`config.mk`:
```
export PLATFORM = sky130hd
export DESIGN_NAME = thm_health_mon
export DESIGN_NICKNAME = d
export VERILOG_FILES = /design/src/thm_pkg.sv /design/src/thm_los_det.sv /design/src/thm_health_mon.sv
export VERILOG_INCLUDE_DIRS = /design/src /design/src/src
export SDC_FILE = /design/constraint.sdc
export NUM_CORES = 1
export LEC_CHECK = 0
export ABC_AREA = 1
export BUFFER_PORTS_ARGS = -buffer_cell sky130_fd_sc_hd__buf_2
export CAP_MARGIN = 20
export CORE_MARGIN = 1.5
export CORE_UTILIZATION = 55
export CTS_BUF_LIST = sky130_fd_sc_hd__clkbuf_4 sky130_fd_sc_hd__clkbuf_8
export CTS_CLUSTER_DIAMETER = 30
export DETAILED_ROUTE_END_ITERATION = 7
export PLACE_DENSITY = 0.81
export SYNTH_ARGS = -nofsm -noshare
export SYNTH_HDL_FRONTEND = slang
export SYNTH_SLANG_ARGS = --single-unit
export TNS_END_PERCENT = 1
```
`constraint.sdc`:
```
create_clock -name i_clk -period 3.66 [get_ports i_clk]
set_input_delay 0.366 -clock i_clk [delete_from_list [all_inputs] [get_ports i_clk]]
set_output_delay 0.366 -clock i_clk [all_outputs]
set_load 0.01 [all_outputs]
```
`src/thm_defs.svh`:
```
`ifndef THM_DEFS_SVH
`define THM_DEFS_SVH

// System clock rate in MHz.
`define THM_CLK_MHZ        100
// Network line loss and recovery.
`define THM_LOS_ZERO_RUN   175
`define THM_DENS_WIN       64
`define THM_DENS_PCT_X10   125
`define THM_DENS_MIN_ONES  ((`THM_DENS_WIN * `THM_DENS_PCT_X10 + 999) / 1000)
// Frame loss: errors among the last sync bits.
`define THM_OOF_WIN        4
`define THM_OOF_ERR_MIN    2
// Unframed ones run taken as an alarm indication.
`define THM_AIS_ONES_RUN   1024
// Health poll period and idle time before the automatic view.
`define THM_POLL_S         10
`define THM_POLL_CYC       (64'd1000000 * `THM_CLK_MHZ * `THM_POLL_S)
`define THM_IDLE_MIN       5
`define THM_IDLE_CYC       (64'd60000000 * `THM_CLK_MHZ * `THM_IDLE_MIN)
// Fault and self-test code width.
`define THM_CODE_W         32

`endif

```
`src/thm_pkg.sv`:
```
`default_nettype none
`include "thm_defs.svh"

package thm_pkg;

  // Conditions in priority order, highest first.
  typedef enum logic [3:0] {
    COND_NET_LOS,
    COND_NET_OOF,
    COND_NET_AIS,
    COND_NET_EER,
    COND_NET_YELLOW,
    COND_MASTER_CLK,
    COND_PORT_OOF,
    COND_PORT_EER,
    COND_MGMT_DOWN,
    COND_SELFTEST,
    COND_SW_FAULT,
    COND_DOWNLOAD,
    COND_TEST,
    COND_OPERATIONAL
  } thm_cond_t;

  typedef enum logic [3:0] {
    POST_PASS,
    POST_PROCESSOR,
    POST_CHIP,
    POST_LINE_LOS,
    POST_ALARM,
    POST_MEMORY,
    POST_NET_LOOP,
    POST_PORT_LOOP,
    POST_PORT_CIRCUIT,
    POST_UNKNOWN_EXP,
    POST_CODE
  } thm_post_t;

  typedef enum logic [1:0] {
    CLK_SRC_NET,
    CLK_SRC_PORT,
    CLK_SRC_INT
  } thm_clk_src_t;

  // Field order matches priority; the first field is the top bit.
  typedef struct packed {
    logic net_los;
    logic net_oof;
    logic net_ais;
    logic net_eer;
    logic net_yellow;
    logic master_clk;
    logic port_oof;
    logic port_eer;
    logic mgmt_down;
    logic selftest;
    logic sw_fault;
    logic download;
    logic test;
  } thm_flags_t;

  typedef struct packed {
    logic                    valid;
    logic [`THM_CODE_W-1:0]  code;
  } thm_code_t;

endpackage : thm_pkg

`default_nettype wire

```
`src/thm_los_det.sv`:
```
`default_nettype none
`include "thm_defs.svh"

// Loss-of-signal detector on the received network bit stream.
module thm_los_det
  import thm_pkg::*;
#(
  parameter int ZERO_RUN  = `THM_LOS_ZERO_RUN,
  parameter int WIN       = `THM_DENS_WIN,
  parameter int MIN_ONES  = `THM_DENS_MIN_ONES
)(
  input  wire logic i_clk,
  input  wire logic i_rst_n,
  input  wire logic i_bit_valid,
  input  wire logic i_bit,
  output var  logic o_los
);

  logic [8:0] zero_run;
  logic [7:0] win_cnt;
  logic [7:0] ones_cnt;
  logic       win_end;

  assign win_end = (win_cnt == 8'(WIN - 1));

  always_ff @(posedge i_clk)
  begin
    if (!i_rst_n)
      zero_run <= 9'h000;
    else if (i_bit_valid)
      zero_run <= i_bit ? 9'h000 : ((zero_run == 9'(ZERO_RUN)) ? zero_run : zero_run + 9'h001);
  end

  always_ff @(posedge i_clk)
  begin
    if (!i_rst_n)
    begin
      win_cnt  <= 8'h00;
      ones_cnt <= 8'h00;
    end
    else if (i_bit_valid)
    begin
      win_cnt  <= win_end ? 8'h00 : win_cnt + 8'h01;
      ones_cnt <= win_end ? 8'h00 : ones_cnt + 8'(i_bit);
    end
  end

  // A completed run of zeros sets the alarm; set wins over recovery.
  always_ff @(posedge i_clk)
  begin
    if (!i_rst_n)
      o_los <= 1'b0;
    else if (i_bit_valid && !i_bit && zero_run == 9'(ZERO_RUN - 1))
      o_los <= 1'b1;
    else if (i_bit_valid && win_end && (ones_cnt + 8'(i_bit)) >= 8'(MIN_ONES))
      o_los <= 1'b0;
  end
endmodule : thm_los_det

`default_nettype wire

```
`src/thm_health_mon.sv`:
```
`default_nettype none
`include "thm_defs.svh"

// Functional notes
// - Declare network loss after 175 zeros.
// - Clear loss at 12.5 percent ones density.
// - Frame loss on two of four errors.
// - Hold frame loss until reframe occurs.
// - Flag unframed all ones as alarm indication.
// - Network error rate flag with threshold hysteresis.
// - Flag yellow while far end sends it.
// - Net or port source failure flags; any failure selects internal clock.
// - Port conditions only with embedded link.
// - Port error clears below its threshold.
// - Poll every ten seconds, update on change.
// - Fixed priority order of all conditions.
// - Operational only when nothing else active.
// - Five idle minutes enter automatic status view.
// - Latch software fault and code until clear.
// - Latch interrupted download until reset.
// - Management link down when configured and unreachable.
// - Test status while any test runs.
// - Self-test failure status, details kept apart.
// - Self-test reports exactly one outcome.
// - Self-test checks checksum and both loops.
module thm_health_mon
  import thm_pkg::*;
#(
  parameter int          BER_W        = 16,
  parameter int          AIS_RUN      = `THM_AIS_ONES_RUN,
  parameter logic [35:0] POLL_CYCLES  = 36'(`THM_POLL_CYC),
  parameter logic [35:0] IDLE_CYCLES  = 36'(`THM_IDLE_CYC)
)(
  input  wire logic                    i_clk,
  input  wire logic                    i_rst_n,
  input  wire logic                    i_rx_valid,
  input  wire logic                    i_rx_bit,
  input  wire logic                    i_fsync_valid,
  input  wire logic                    i_fsync_err,
  input  wire logic                    i_reframe,
  input  wire logic [BER_W-1:0]        i_net_ber,
  input  wire logic [BER_W-1:0]        i_net_ber_thresh,
  input  wire logic                    i_yellow_rx,
  input  wire thm_clk_src_t            i_clk_src,
  input  wire logic                    i_clk_src_fail,
  input  wire logic                    i_embedded_port_link,
  input  wire logic                    i_port_oof_det,
  input  wire logic [BER_W-1:0]        i_port_ber,
  input  wire logic [BER_W-1:0]        i_port_ber_thresh,
  input  wire logic                    i_com_mgmt_cfg,
  input  wire logic                    i_mgmt_comm_ok,
  input  wire logic                    i_post_done,
  input  wire logic                    i_post_cksum_ok,
  input  wire logic                    i_post_net_loop_ok,
  input  wire logic                    i_post_port_loop_ok,
  input  wire thm_post_t               i_post_other,
  input  wire logic [`THM_CODE_W-1:0]  i_post_code,
  input  wire logic                    i_sw_fault,
  input  wire logic [`THM_CODE_W-1:0]  i_sw_fault_code,
  input  wire logic                    i_sw_fault_clear,
  input  wire logic                    i_dl_active,
  input  wire logic                    i_dl_abort,
  input  wire logic                    i_test_active,
  input  wire logic                    i_key_activity,
  output var  thm_clk_src_t            o_timing_src,
  output var  thm_flags_t              o_flags,
  output var  thm_cond_t               o_health_status_view,
  output var  logic                    o_auto_view,
  output var  thm_post_t               o_self_test_result_view,
  output var  logic [`THM_CODE_W-1:0]  o_self_test_code,
  output var  thm_code_t               o_internal_software_fault
);

  function automatic thm_cond_t top_cond(input thm_flags_t f);
    logic [12:0] v;
    thm_cond_t   c;
    v = f;
    c = COND_OPERATIONAL;
    for (int i = 0; i < 13; i++)
    begin
      if (v[i])
        c = thm_cond_t'(4'(12 - i));
    end
    return c;
  endfunction

  logic            net_los;
  logic [2:0]      fsync_hist;
  logic [2:0]      next_err_cnt;
  logic            net_oof;
  logic [10:0]     ones_run;
  logic            net_ais;
  logic            net_eer;
  logic            net_yellow;
  logic            master_clk;
  logic            port_oof;
  logic            port_eer;
  logic            mgmt_down;
  logic            selftest;
  logic            download;
  logic            test;
  thm_flags_t      live;
  thm_flags_t      snap;
  logic [35:0]     poll_cnt;
  logic            poll_tick;
  logic [35:0]     idle_cnt;
  thm_post_t       next_post;

  thm_los_det #(
    .ZERO_RUN (`THM_LOS_ZERO_RUN),
    .WIN      (`THM_DENS_WIN),
    .MIN_ONES (`THM_DENS_MIN_ONES)
  ) u_los (
    .i_clk       (i_clk),
    .i_rst_n     (i_rst_n),
    .i_bit_valid (i_rx_valid),
    .i_bit       (i_rx_bit),
    .o_los       (net_los)
  );

  always_comb
  begin
    next_err_cnt = 3'(i_fsync_err);
    for (int i = 0; i < `THM_OOF_WIN - 1; i++)
      next_err_cnt = next_err_cnt + 3'(fsync_hist[i]);
  end
  always_ff @(posedge i_clk)
  begin
    if (!i_rst_n || i_reframe)
      fsync_hist <= 3'h0;
    else if (i_fsync_valid)
      fsync_hist <= {fsync_hist[1:0], i_fsync_err};
  end

  // A new frame loss wins over a reframe in the same cycle.
  always_ff @(posedge i_clk)
  begin
    if (!i_rst_n)
      net_oof <= 1'b0;
    else if (i_fsync_valid && next_err_cnt >= 3'(`THM_OOF_ERR_MIN))
      net_oof <= 1'b1;
    else if (i_reframe)
      net_oof <= 1'b0;
  end

  always_ff @(posedge i_clk)
  begin
    if (!i_rst_n)
      ones_run <= 11'h000;
    else if (i_rx_valid)
      ones_run <= !i_rx_bit ? 11'h000 : ((ones_run == 11'(AIS_RUN)) ? ones_run : ones_run + 11'h001);
  end
  always_ff @(posedge i_clk)
  begin
    if (!i_rst_n)
      net_ais <= 1'b0;
    else
      net_ais <= net_oof && (ones_run == 11'(AIS_RUN));
  end

  // Hold the flag while the rate equals the threshold.
  always_ff @(posedge i_clk)
  begin
    if (!i_rst_n)
      net_eer <= 1'b0;
    else if (i_net_ber > i_net_ber_thresh)
      net_eer <= 1'b1;
    else if (i_net_ber < i_net_ber_thresh)
      net_eer <= 1'b0;
  end
  always_ff @(posedge i_clk)
  begin
    if (!i_rst_n)
      net_yellow <= 1'b0;
    else
      net_yellow <= i_yellow_rx;
  end
  always_ff @(posedge i_clk)
  begin
    if (!i_rst_n)
    begin
      master_clk   <= 1'b0;
      o_timing_src <= CLK_SRC_INT;
    end
    else
    begin
      master_clk   <= i_clk_src_fail && (i_clk_src != CLK_SRC_INT);
      o_timing_src <= i_clk_src_fail ? CLK_SRC_INT : i_clk_src;
    end
  end

  always_ff @(posedge i_clk)
  begin
    if (!i_rst_n)
    begin
      port_oof <= 1'b0;
      port_eer <= 1'b0;
    end
    else
    begin
      port_oof <= i_embedded_port_link && i_port_oof_det;
      if (!i_embedded_port_link)
        port_eer <= 1'b0;
      else if (i_port_ber > i_port_ber_thresh)
        port_eer <= 1'b1;
      else if (i_port_ber < i_port_ber_thresh)
        port_eer <= 1'b0;
    end
  end
  always_ff @(posedge i_clk)
  begin
    if (!i_rst_n)
      mgmt_down <= 1'b0;
    else
      mgmt_down <= i_com_mgmt_cfg && !i_mgmt_comm_ok;
  end

  // Built-in checks take precedence over the other reported outcome.
  always_comb
  begin
    if (!i_post_cksum_ok)
      next_post = POST_MEMORY;
    else if (!i_post_net_loop_ok)
      next_post = POST_NET_LOOP;
    else if (!i_post_port_loop_ok)
      next_post = POST_PORT_LOOP;
    else
      next_post = i_post_other;
  end

  always_ff @(posedge i_clk)
  begin
    if (!i_rst_n)
    begin
      o_self_test_result_view <= POST_PASS;
      o_self_test_code        <= '0;
      selftest                <= 1'b0;
    end
    else if (i_post_done)
    begin
      o_self_test_result_view <= next_post;
      o_self_test_code        <= (next_post == POST_CODE) ? i_post_code : '0;
      selftest                <= (next_post != POST_PASS);
    end
  end

  // A new fault wins over a clear in the same cycle.
  always_ff @(posedge i_clk)
  begin
    if (!i_rst_n)
      o_internal_software_fault <= '0;
    else if (i_sw_fault)
      o_internal_software_fault <= '{valid: 1'b1, code: i_sw_fault_code};
    else if (i_sw_fault_clear)
      o_internal_software_fault <= '0;
  end

  always_ff @(posedge i_clk)
  begin
    if (!i_rst_n)
      download <= 1'b0;
    else if (i_dl_active && i_dl_abort)
      download <= 1'b1;
  end
  always_ff @(posedge i_clk)
  begin
    if (!i_rst_n)
      test <= 1'b0;
    else
      test <= i_test_active;
  end

  assign live = '{net_los: net_los, net_oof: net_oof, net_ais: net_ais,
                  net_eer: net_eer, net_yellow: net_yellow, master_clk: master_clk,
                  port_oof: port_oof, port_eer: port_eer, mgmt_down: mgmt_down,
                  selftest: selftest, sw_fault: o_internal_software_fault.valid,
                  download: download, test: test};

  always_ff @(posedge i_clk)
  begin
    if (!i_rst_n)
      o_flags <= '0;
    else
      o_flags <= live;
  end

  assign poll_tick = (poll_cnt == POLL_CYCLES - 36'h1);
  always_ff @(posedge i_clk)
  begin
    if (!i_rst_n)
      poll_cnt <= 36'h0;
    else
      poll_cnt <= poll_tick ? 36'h0 : poll_cnt + 36'h1;
  end

  always_ff @(posedge i_clk)
  begin
    if (!i_rst_n)
    begin
      snap                 <= '0;
      o_health_status_view <= COND_OPERATIONAL;
    end
    else if (poll_tick && live != snap)
    begin
      snap                 <= live;
      o_health_status_view <= top_cond(live);
    end
  end

  always_ff @(posedge i_clk)
  begin
    if (!i_rst_n || i_key_activity)
      idle_cnt <= 36'h0;
    else if (idle_cnt != IDLE_CYCLES)
      idle_cnt <= idle_cnt + 36'h1;
  end

  always_ff @(posedge i_clk)
  begin
    if (!i_rst_n)
      o_auto_view <= 1'b0;
    else
      o_auto_view <= !i_key_activity && (idle_cnt == IDLE_CYCLES - 36'h1 || o_auto_view);
  end
endmodule : thm_health_mon

`default_nettype wire

```
Word level (Yosys, flattened, before mapping)
Cells that the tools add are included.
- input bits: 157
- register bits: 225
- output and inout port bits: 89
- word-level logic and storage cells: 143
- reductions and logical operators: 30
- order comparisons: 6
- eq/ne operators: 12
- add/subtract/negate cells: 9
- multiplexer cells: 33
- bitwise operators: 1
- operators by type and width (cell ; count):
    adder 36 x 1 -> 36 bit (second input constant) ; 2
    2-to-1 mux 33 bit ; 2
    2-to-1 mux 4 bit ; 15
    equality test 36 x 30 -> 1 bit (second input constant) ; 1
    equality test 36 x 35 -> 1 bit (second input constant) ; 1
    != test 36 x 35 -> 1 bit (second input constant) ; 1
    > comparator 16 bit ; 2
    less-than comparator 16 bit ; 2
    2-to-1 mux 32 bit ; 1
    2-to-1 mux 11 bit ; 2
    equality test 9 x 8 -> 1 bit (second input constant) ; 2
    2-to-1 mux 9 bit ; 2
    2-to-1 mux 8 bit ; 2
    != test 13 bit ; 1
    logical AND 1 bit ; 12
    adder 11 x 1 -> 11 bit (second input constant) ; 1
    equality test 11 bit (second input constant) ; 1
    nonzero test 2 bit ; 5
    adder 9 x 1 -> 9 bit (second input constant) ; 1
    2-to-1 mux 1 bit ; 9
    adder 8 x 1 -> 8 bit ; 1
    adder 8 x 1 -> 8 bit (second input constant) ; 1
    equality test 8 x 6 -> 1 bit (second input constant) ; 1
    >= comparator 8 x 4 -> 1 bit (second input constant) ; 1
    12 further kinds ; 22

Longest topological paths before layout
Gate-level depths: netlist (run 1).
- depth after elaboration: 13
- mapped depth: 14
- gate-level depth less buffers: 14

Hierarchy
Synthesis (run 1) repeated with hierarchy kept, for this count alone.
- cell total of the unflattened synthesis: 1583
- area, all modules: 11210.8 um^2
- modules (own cells, without submodules) (module ; sequential area each (um^2) ; area an instance (um^2) ; times used ; cells an instance):
    thm_health_mon ; 3983.8 ; 9775.6 ; 1 ; 1366
    thm_los_det ; 520.5 ; 1435.1 ; 1 ; 217

Worst setup path after synthesis (run 1)
No wires, ideal clock.
- path type: flip-flop to flip-flop
- start point: register poll_cnt[0]
- end point: register snap[5] (netlist bit)
- buffers on the path: 1
- required time: 3.548 ns
- path slack: 1.894 ns
- arrival time: 1.653 ns
- stages on the path, launching flop included: 12
- period minus slack after synthesis: 1.766 ns
- library setup time: 0.112 ns
- cells stage by stage: dfxtp_1 -> ha_1 -> nand3_2 -> nor2_4 -> inv_2 -> nor2_4 -> nand4_4 -> nor2_4 -> buf_2 -> nand3_1 -> nand2_1 -> nor2_2
- cells in the longest elaborated chain, start to end: 2
- ends and longest elaborated chain (element ; RTL line ; text):
    start: declaration ; thm_health_mon.sv:104 ; logic [35:0] poll_cnt;
    start signal: assignment ; thm_health_mon.sv:293 ; poll_cnt <= poll_tick ? 36'h0 : poll_cnt + 36'h1;
    equality test 36 x 30 -> 1 bit ; thm_health_mon.sv:287 ; assign poll_tick = (poll_cnt == POLL_CYCLES - 36'h1);
    logical AND 1 bit ; thm_health_mon.sv:303 ; else if (poll_tick && live != snap)
    end signal: assignment ; thm_health_mon.sv:305 ; snap <= live;
    end: declaration ; thm_health_mon.sv:103 ; thm_flags_t snap;
No other way between the ends.
A chain may end at the register's enable or synchronous reset.

Worst setup path after layout (run 1)
- start point: register poll_cnt[0]
- end point: register poll_cnt[35]
- cells in the longest elaborated chain, start to end: 2
- elaborated cells between the ends (all ways): 3
- classes of those cells: add/sub (1); eq/ne (1); reduce/logical (1)
- ends and longest elaborated chain (element):
    parallel branches: the longest is 2 deep, another holds adder 36 x 1 -> 36 bit
Several ways; the timed one is not identified.

==> flow_summary_export.csv, run 1 <==
group,metric,value,unit
final_layout,diodes,0,
timing,post-route-min-period,2.29,ns
placed_design,post-place-cells,2016,
cts,cts_setup_buffers,0,
routing,drt-initial-drc-count,643,
min_path,hold_start,"i_fsync_valid",
logic_synthesis,ys_async_sr_fraction,0,%
logic_synthesis,seq_area_frac_synth,41.0,%
setup_path,cp_max_fo,36,
logic_synthesis,synth-compound-area-share,12.2,%
timing,slew_headroom,39.7,%
timing,rsz0062_at_grt,"false",
logic_synthesis,synth_top_family_by_area,"simple AND/OR/NAND/NOR gates",
power,p_leak,0.00590,µW
setup_path,cp_slowest_cell,"o21ai_4",
final_layout,syn_to_final_growth,23.7,%
logic_synthesis,synth_cell_types,48,
timing,setup_viol,0,
logic_synthesis,synthSimpleGateAreaFrac,30.9,%
setup_path,r2r_start,"poll_cnt[0]",
min_path,hp-class,"input port to register",
logic_synthesis,synthXorXnorAreaFrac,3.27,%
floorplanning,core_area,19500,µm²
setup_path,worst_setup_path_end_kind,"register",
setup_path,worstPathRequired,4.04,ns
cts,clockBufferDepth,3,
placed_design,portBuffers,245,
outcome,status,"complete, no violations",
routing,dr.pass1.iters,5,
logic_synthesis,ys_warn_count,0,
global_route,grt_max_degree,79,
cts,clock_sink_count,225,
logic_synthesis,synth.cell_area,11000,µm²
power,p_per_area,459,nW/µm²
logic_synthesis,synth_seq_cells,225,
logic_synthesis,synthMuxAreaShare,0,%
setup_path,ff2ff_path_depth,8,
min_path,hold-path-endpoint,"fsync_hist[2]",
logic_synthesis,syn_nets,1748,
floorplanning,dieArea,20800,µm²
logic_synthesis,synth_cells,1548,
floorplanning,die_height,144,µm
power,total_power,6230,µW
cts,clk_pin_slew,0.06,ns
routing,num_vias,11000,
final_layout,fin_util,69.6,%
floorplanning,ios,246,
global_route,grt_use_total,26.9,%
routing,drc,0,
logic_synthesis,synth_edf_count,0,
floorplanning,die_x,144,µm
routing,wire_per_inst,13.6,µm
timing,tightest_slew,0.901,ns
cts,cts_root_buf,"clkbuf_8",
logic_synthesis,synth_area_per_cell,7.09,µm²
timing,skew,0.0236,ns
final_layout,nets,2003,
global_route,grt_pass1_wl,45700,µm
setup_path,crit_path_cell_trace,"ha_1, nand3_2, nor2_4, inv_2, nor2_4, nand4_4, o21ai_4, a21oi_1",
run,drv_cap,0,
final_layout,n_fill_cell,1671,
placed_design,dp_hpwl,20800,µm
setup_path,worstSetupPathType,"register to register",
cts,cts_tree,"built",
setup_path,crit_top_cell,"nor2_4",
min_path,holdPathStages,2,
timing,hold_viol,0,
global_route,overflow,0,
setup_path,r2r_end,"poll_cnt[35]",
routing,ant_nets,0,
logic_synthesis,synth_fa_ha_area_share,4.97,%
floorplanning,placementRows,51,
setup_path,worst_ep_arrival_time,2.67,ns
setup_path,slowest_delay,0.73,ns
final_layout,drive_gt1_share,21.2,%
placed_design,dp_slack,1.42,ns
cts,clk_latency,0.56,ns
routing,wl,28600,µm
timing,slew_viol_final,0,
logic_synthesis,synth_ff_type,"dfxtp_1",
timing,period_share,62.5,%
timing,fin_ws,1.37,ns
routing,viasPerCell,5.24,
floorplanning,start_util,56.2,%
setup_path,reg2reg_slack,1.37,ns
global_route,grt_pass1_vias,10000,
cts,cts-buffers-inserted,47,
timing,max_freq,437,MHz
global_route,grt_antenna_before_repair,0,
placed_design,place_congestion,0.962,
power,vdd_drop_max,0.000312,V
cts,cts-htree-levels,2,
setup_path,critPathLaunchType,"register",
final_layout,instances_no_fill,2104,
timing,tns,0,ns
-- through the flow --
stage | hold slack, ns | cell area, µm²
3_5_place_dp | 0.420 | 12400
4_1_cts | 0.00467 | 13600
2_1_floorplan | 0.407 | 11000
3_3_place_gp | 0.419 | 12400
5_1_grt | 0.0293 | 13600
6_report | 0.0319 | 13600
-- cell usage after synthesis, drive strengths merged, types with 11 or more instances --
| cell | n | area share [%] |
|---|---|---|
| nand4 | 34 | 2.1 |
| buf | 11 | 0.52 |
| a22oi | 32 | 2.2 |
| or2 | 24 | 1.4 |
| ha | 42 | 4.8 |
| nor3 | 52 | 2.4 |
| nand3 | 77 | 3.6 |
| xor2 | 30 | 2.4 |
| clkbuf | 37 | 1.3 |
| a21oi | 118 | 5.4 |
| inv | 169 | 5.8 |
| o21ai | 71 | 3.3 |
| nor2 | 250 | 9.1 |
| xnor2 | 11 | 0.88 |
| dfxtp | 225 | 41 |
| nand2 | 326 | 11 |
-- registers in the layout, indices dropped and copies added, names as in the netlist, 2 cells and up --
register,flops
fsync_hist,3
idle_cnt,36
o_flags,13
o_health_status_view,4
o_internal_software_fault,33
o_self_test_code,32
o_self_test_result_view,4
o_timing_src,2
ones_run,11
poll_cnt,36
snap,13
u_los.ones_cnt,8
u_los.win_cnt,8
u_los.zero_run,9
-- how the worst max path moves through the flow --
stage,from,endpoint,slack [ns],cells past startpoint
after floorplan,poll_cnt[0],snap[5],1.89,11
after detailed placement,poll_cnt[0],poll_cnt[24],1.42,8
after global routing,poll_cnt[0],poll_cnt[20],1.11,8
after global placement,poll_cnt[0],poll_cnt[23],1.46,8
final,poll_cnt[0],poll_cnt[35],1.37,8
after CTS,poll_cnt[0],poll_cnt[23],1.38,8
-- cell type report --
| type | instances | area (µm²) | share of cell area, % |
|---|---|---|---|
| multi-input combinational | 1103 | 5640 | 41.5 |
| sequential | 225 | 4500 | 33.1 |
| timing repair buffer | 254 | 1300 | 9.58 |
| clock buffer | 60 | 788 | 5.80 |
| inverter | 172 | 647 | 4.76 |
| clock inverter | 25 | 374 | 2.75 |
| tap | 265 | 332 | 2.44 |
-- per-layer routing --
layer / track usage [%] / part of all wire, % / wire length [µm]
met1: 34.6 / 44 / 12600
met2: 44.7 / 48 / 13700
met3: 4.74 / 5.3 / 1530
met4: 10.8 / 2.8 / 794
met5: 0 / 0 / 0
-- where the power goes --
| group | internal, µW | switching (µW) | leakage, µW |
|---|---|---|---|
| registers | 2510 | 37.0 | 0.00183 |
| logic | 193 | 268 | 0.00348 |
| clock network | 2070 | 1160 | 0.000588 |
| total | 4770 | 1460 | 0.00590 |
-- kinds of logic after synthesis --
family	count (synthesis)
AOI/OAI and AO/OA	239
adders and majority gates	43
xor gates and xnor gates	41
DFF	225
and+or+nand+nor	780
buffers and inverters	220
-- critical path: cells and delay by family (launching register included) --
family	cells	cell delay (ns)
AND/OR/NAND/NOR	4	0.52
adder cells (fa/ha/maj)	1	0.30
AO/OA/AOI/OAI	2	0.82
flip-flops	1	0.39
buffers and inverters	1	0.07
-- what timing repair did --
item,in CTS,in global routing
hold buffers,3,0
hold endpoints to repair,3,0
resized for setup,0,0
setup endpoints to repair,0,0
-- layout by cell type (no fill, tap or decap), types with 3 or more instances in the layout --
cell type,synthesis,final
clkbuf_8,0,54
nand3b_1,4,4
xor2_1,30,30
clkinv_2,1,9
nor4_1,5,5
nor2_4,5,5
ha_1,42,42
o21ai_0,68,68
buf_4,0,6
nor3b_1,4,4
nor2_2,11,12
a21oi_1,118,118
inv_1,168,168
nand3_1,75,75
buf_2,7,245
dfxtp_1,225,225
clkinvlp_4,0,5
nor2_1,234,233
dlygate4sd3_1,0,3
a211oi_1,5,5
nand2_2,4,4
nor3_1,51,50
clkbuf_4,0,6
nand2_1,322,322
nand4_1,33,33
xnor2_1,11,11
a22oi_1,32,32
or2_2,22,22
bufinv_16,0,9
Note: power is estimated with default switching activity, not from simulation.
==> run 2, diff against run 1 <==
- ABC_AREA: 1 -> 0
- CORE_UTILIZATION: 55 -> 50
- PLACE_DENSITY: 0.81 -> 0.78
- clock period: 3.66 -> 2.07 ns (I/O delays scaled with it)
==> run 2 against run 1 <==
Setup slack worse by 1.3 ns. Design area rose by 2.3%. Via count fell by 13%. Sequential share of layout area shrank 0.72 points. Utilization shrank 0.90 points. Synthesized cell count fell by 25%. Die area up 3.3%. Clock power grew 70%. Routed wire length is essentially flat. Non-clock buffer count rose by 104. Count of clock-buffer cells in the layout down 1. Combinational power rose by 85%. Largest cell class unchanged. Largest power group unchanged.
==> flow_summary_export.csv, run 2 <==
group,metric,value,unit
global_route,grt_pass1_wl,45300,µm
global_route,grt_use_total,25.6,%
logic_synthesis,synth_cell_types,65,
logic_synthesis,ys_async_sr_fraction,0,%
routing,num_vias,9632,
placed_design,dp_slack,0.0747,ns
cts,cts_tree,"built",
routing,wire_per_inst,15.6,µm
logic_synthesis,synth_cells,1163,
power,p_int,8260,µW
floorplanning,dieArea,21500,µm²
timing,slew_viol_final,0,
setup_path,crit_start,"poll_cnt[10]",
setup_path,critPathLaunchType,"register",
run,drv_cap,0,
routing,ant_nets,0,
cts,cts-buffers-inserted,48,
placed_design,dp_hpwl,18400,µm
routing,drc,0,
global_route,grt_pass1_vias,9484,
logic_synthesis,yosysTopAreaCell,"dfxtp_1",
final_layout,layout_common_cells,"buf_2, dfxtp_1, nor2_1",
floorplanning,ios,246,
logic_synthesis,synth_top_area_share,43.7,%
power,sw_frac_of_total,23.5,%
setup_path,worst_ep_arrival_time,2.39,ns
cts,clockBufferDepth,3,
floorplanning,core_area,20200,µm²
final_layout,nets,1722,
logic_synthesis,synth_edf_count,0,
logic_synthesis,synth_seq_cells,225,
cts,clock_sink_count,225,
final_layout,drive_gt1_share,24.5,%
setup_path,worstSetupPathType,"register to register",
routing,wl,28600,µm
logic_synthesis,yosysMostFrequentCell,"dfxtp_1",
global_route,grt_max_degree,51,
setup_path,worstPathRequired,2.50,ns
power,p_comb_share,7.9,%
cts,clk_latency,0.55,ns
routing,viasPerCell,5.27,
timing,tightest_slew,0.523,ns
final_layout,top_regs,"idle_cnt x36, poll_cnt x36, o_internal_software_fault x33",
placed_design,portBuffers,245,
logic_synthesis,synth.area.top_cells,"dfxtp_1, xnor2_1, ha_1",
power,switching_power,2530,µW
placed_design,place_congestion,0.855,
logic_synthesis,synth_area_per_cell,8.87,µm²
power,pwr-share-seq,41.3,%
logic_synthesis,seq_area_frac_synth,43.7,%
timing,post-route-min-period,1.96,ns
floorplanning,start_util,51.0,%
floorplanning,die_height,147,µm
power,p_per_area,777,nW/µm²
cts,clk_pin_slew,0.06,ns
logic_synthesis,synth_commonest_cells,"dfxtp_1, nor2_1, nand2_1",
routing,dr.pass1.iters,5,
floorplanning,placementRows,52,
outcome,status,"complete, no violations",
final_layout,n_fill_cell,1490,
routing,drt-initial-drc-count,505,
timing,slew_headroom,65.1,%
timing,max_freq,511,MHz
setup_path,worst_setup_path_end_kind,"register",
logic_synthesis,synth.cell_area,10300,µm²
final_layout,layout_commonest_cell,"buf_2",
setup_path,cp_max_fo,12,
timing,skew,0.0158,ns
min_path,hp-class,"input port to register",
timing,hold_viol,0,
timing,period_share,94.6,%
setup_path,r2r_start,"poll_cnt[10]",
global_route,grt_antenna_before_repair,1,
final_layout,syn_to_final_growth,34.7,%
global_route,overflow,0,
power,p_clk_share,50.8,%
logic_synthesis,ys_warn_count,0,
power,total_power,10800,µW
floorplanning,die_x,147,µm
timing,holdWs,0.0368,ns
logic_synthesis,synth_ff_type,"dfxtp_1",
cts,cts-htree-levels,2,
logic_synthesis,syn_nets,1363,
power,p_leak,0.00613,µW
timing,fin_ws,0.113,ns
timing,setup_viol,0,
power,vdd_drop_max,0.000520,V
cts,cts_root_buf,"clkbuf_8",
min_path,hold_start,"i_post_other[3]",
timing,tns,0,ns
run 2: cell types whose count changed after synthesis, sizes merged, moves of 23 or more:
cell	change
a21oi	-63
a22o	+32
a22oi	-30
inv	-97
mux2i	+23
nand2	-229
nand3	-41
nor2	-128
nor2b	+84
o21ai	-52
or2	-23
xnor2	+60
run 2: metrics by stage:
step	instance area [µm²]	cells	util (%)
final	13900	1828	68.7
after global routing	13900	1828	68.7
after CTS	13800	1823	68.4
after detailed placement	11800	1650	58.5
after global placement	11800	1650	58.5
after floorplan	10300	1163	-
run 2: layer usage:
metal  vias to the layer above  wire length [µm]  GRT usage [%]
met5                         -                 0              0
met4                         0               978           11.7
met3                        70              1660           4.66
met2                       352             14500           45.7
met1                      4509             11500           29.5
li1                       4701                 -              -
run 2: critical path, stage by stage (launching register included):
cell     delay (ns)
dfxtp_1        0.44
nand4_1        0.16
or4_4          0.66
nor4_1         0.35
xnor2_1        0.17
nor2_1         0.06
run 2: logic make-up after synthesis:
family,after synthesis,synth area share (%)
xor gates and xnor gates,96,8.15
DFF,225,43.7
buffers and inverters,121,4.69
AOI/OAI and AO/OA,151,9.87
adders and majority gates,43,5.29
muxes,26,2.56
and+or+nand+nor,501,25.8
run 2: path summary, 6_finish.rpt:
path / endpoint / cells past startpoint / slack (ns)
setup / recovery: poll_cnt[33] / 5 / 0.11
hold / removal: selftest / 3 / 0.04
setup reg to reg: poll_cnt[33] / 5 / 0.11
hold reg to reg: poll_cnt[0] / 1 / 0.44
run 2: cell type report:
cell class / count / area, µm² / area share, %
Multi-Input combinational cell: 817 / 5340 / 38.4
Antenna cell: 1 / 2.50 / 0.0180
Clock inverter: 26 / 332 / 2.39
Clock buffer: 59 / 787 / 5.66
Inverter: 72 / 270 / 1.94
Timing Repair Buffer: 358 / 2320 / 16.7
Tap cell: 270 / 338 / 2.43
Sequential cell: 225 / 4510 / 32.4
run 2: what timing repair did:
action / in CTS / in global routing
hold endpoints to repair: 79 / 0
endpoints found under the setup margin: 0 / 18
resized for setup: 0 / 4
buffers inserted: 0 / 3
hold buffers: 88 / 0
run 2: power groups by stage:
| stage | Clock, µW | Combinational (µW) | Sequential, µW |
|---|---|---|---|
| final | 5480 | 852 | 4460 |
| after global routing | 5780 | 931 | 4470 |
| after CTS | 5540 | 832 | 4460 |
| after detailed placement | 0 | 695 | 4550 |
| after global placement | 0 | 680 | 4550 |
| after floorplan | 0 | 344 | 4570 |
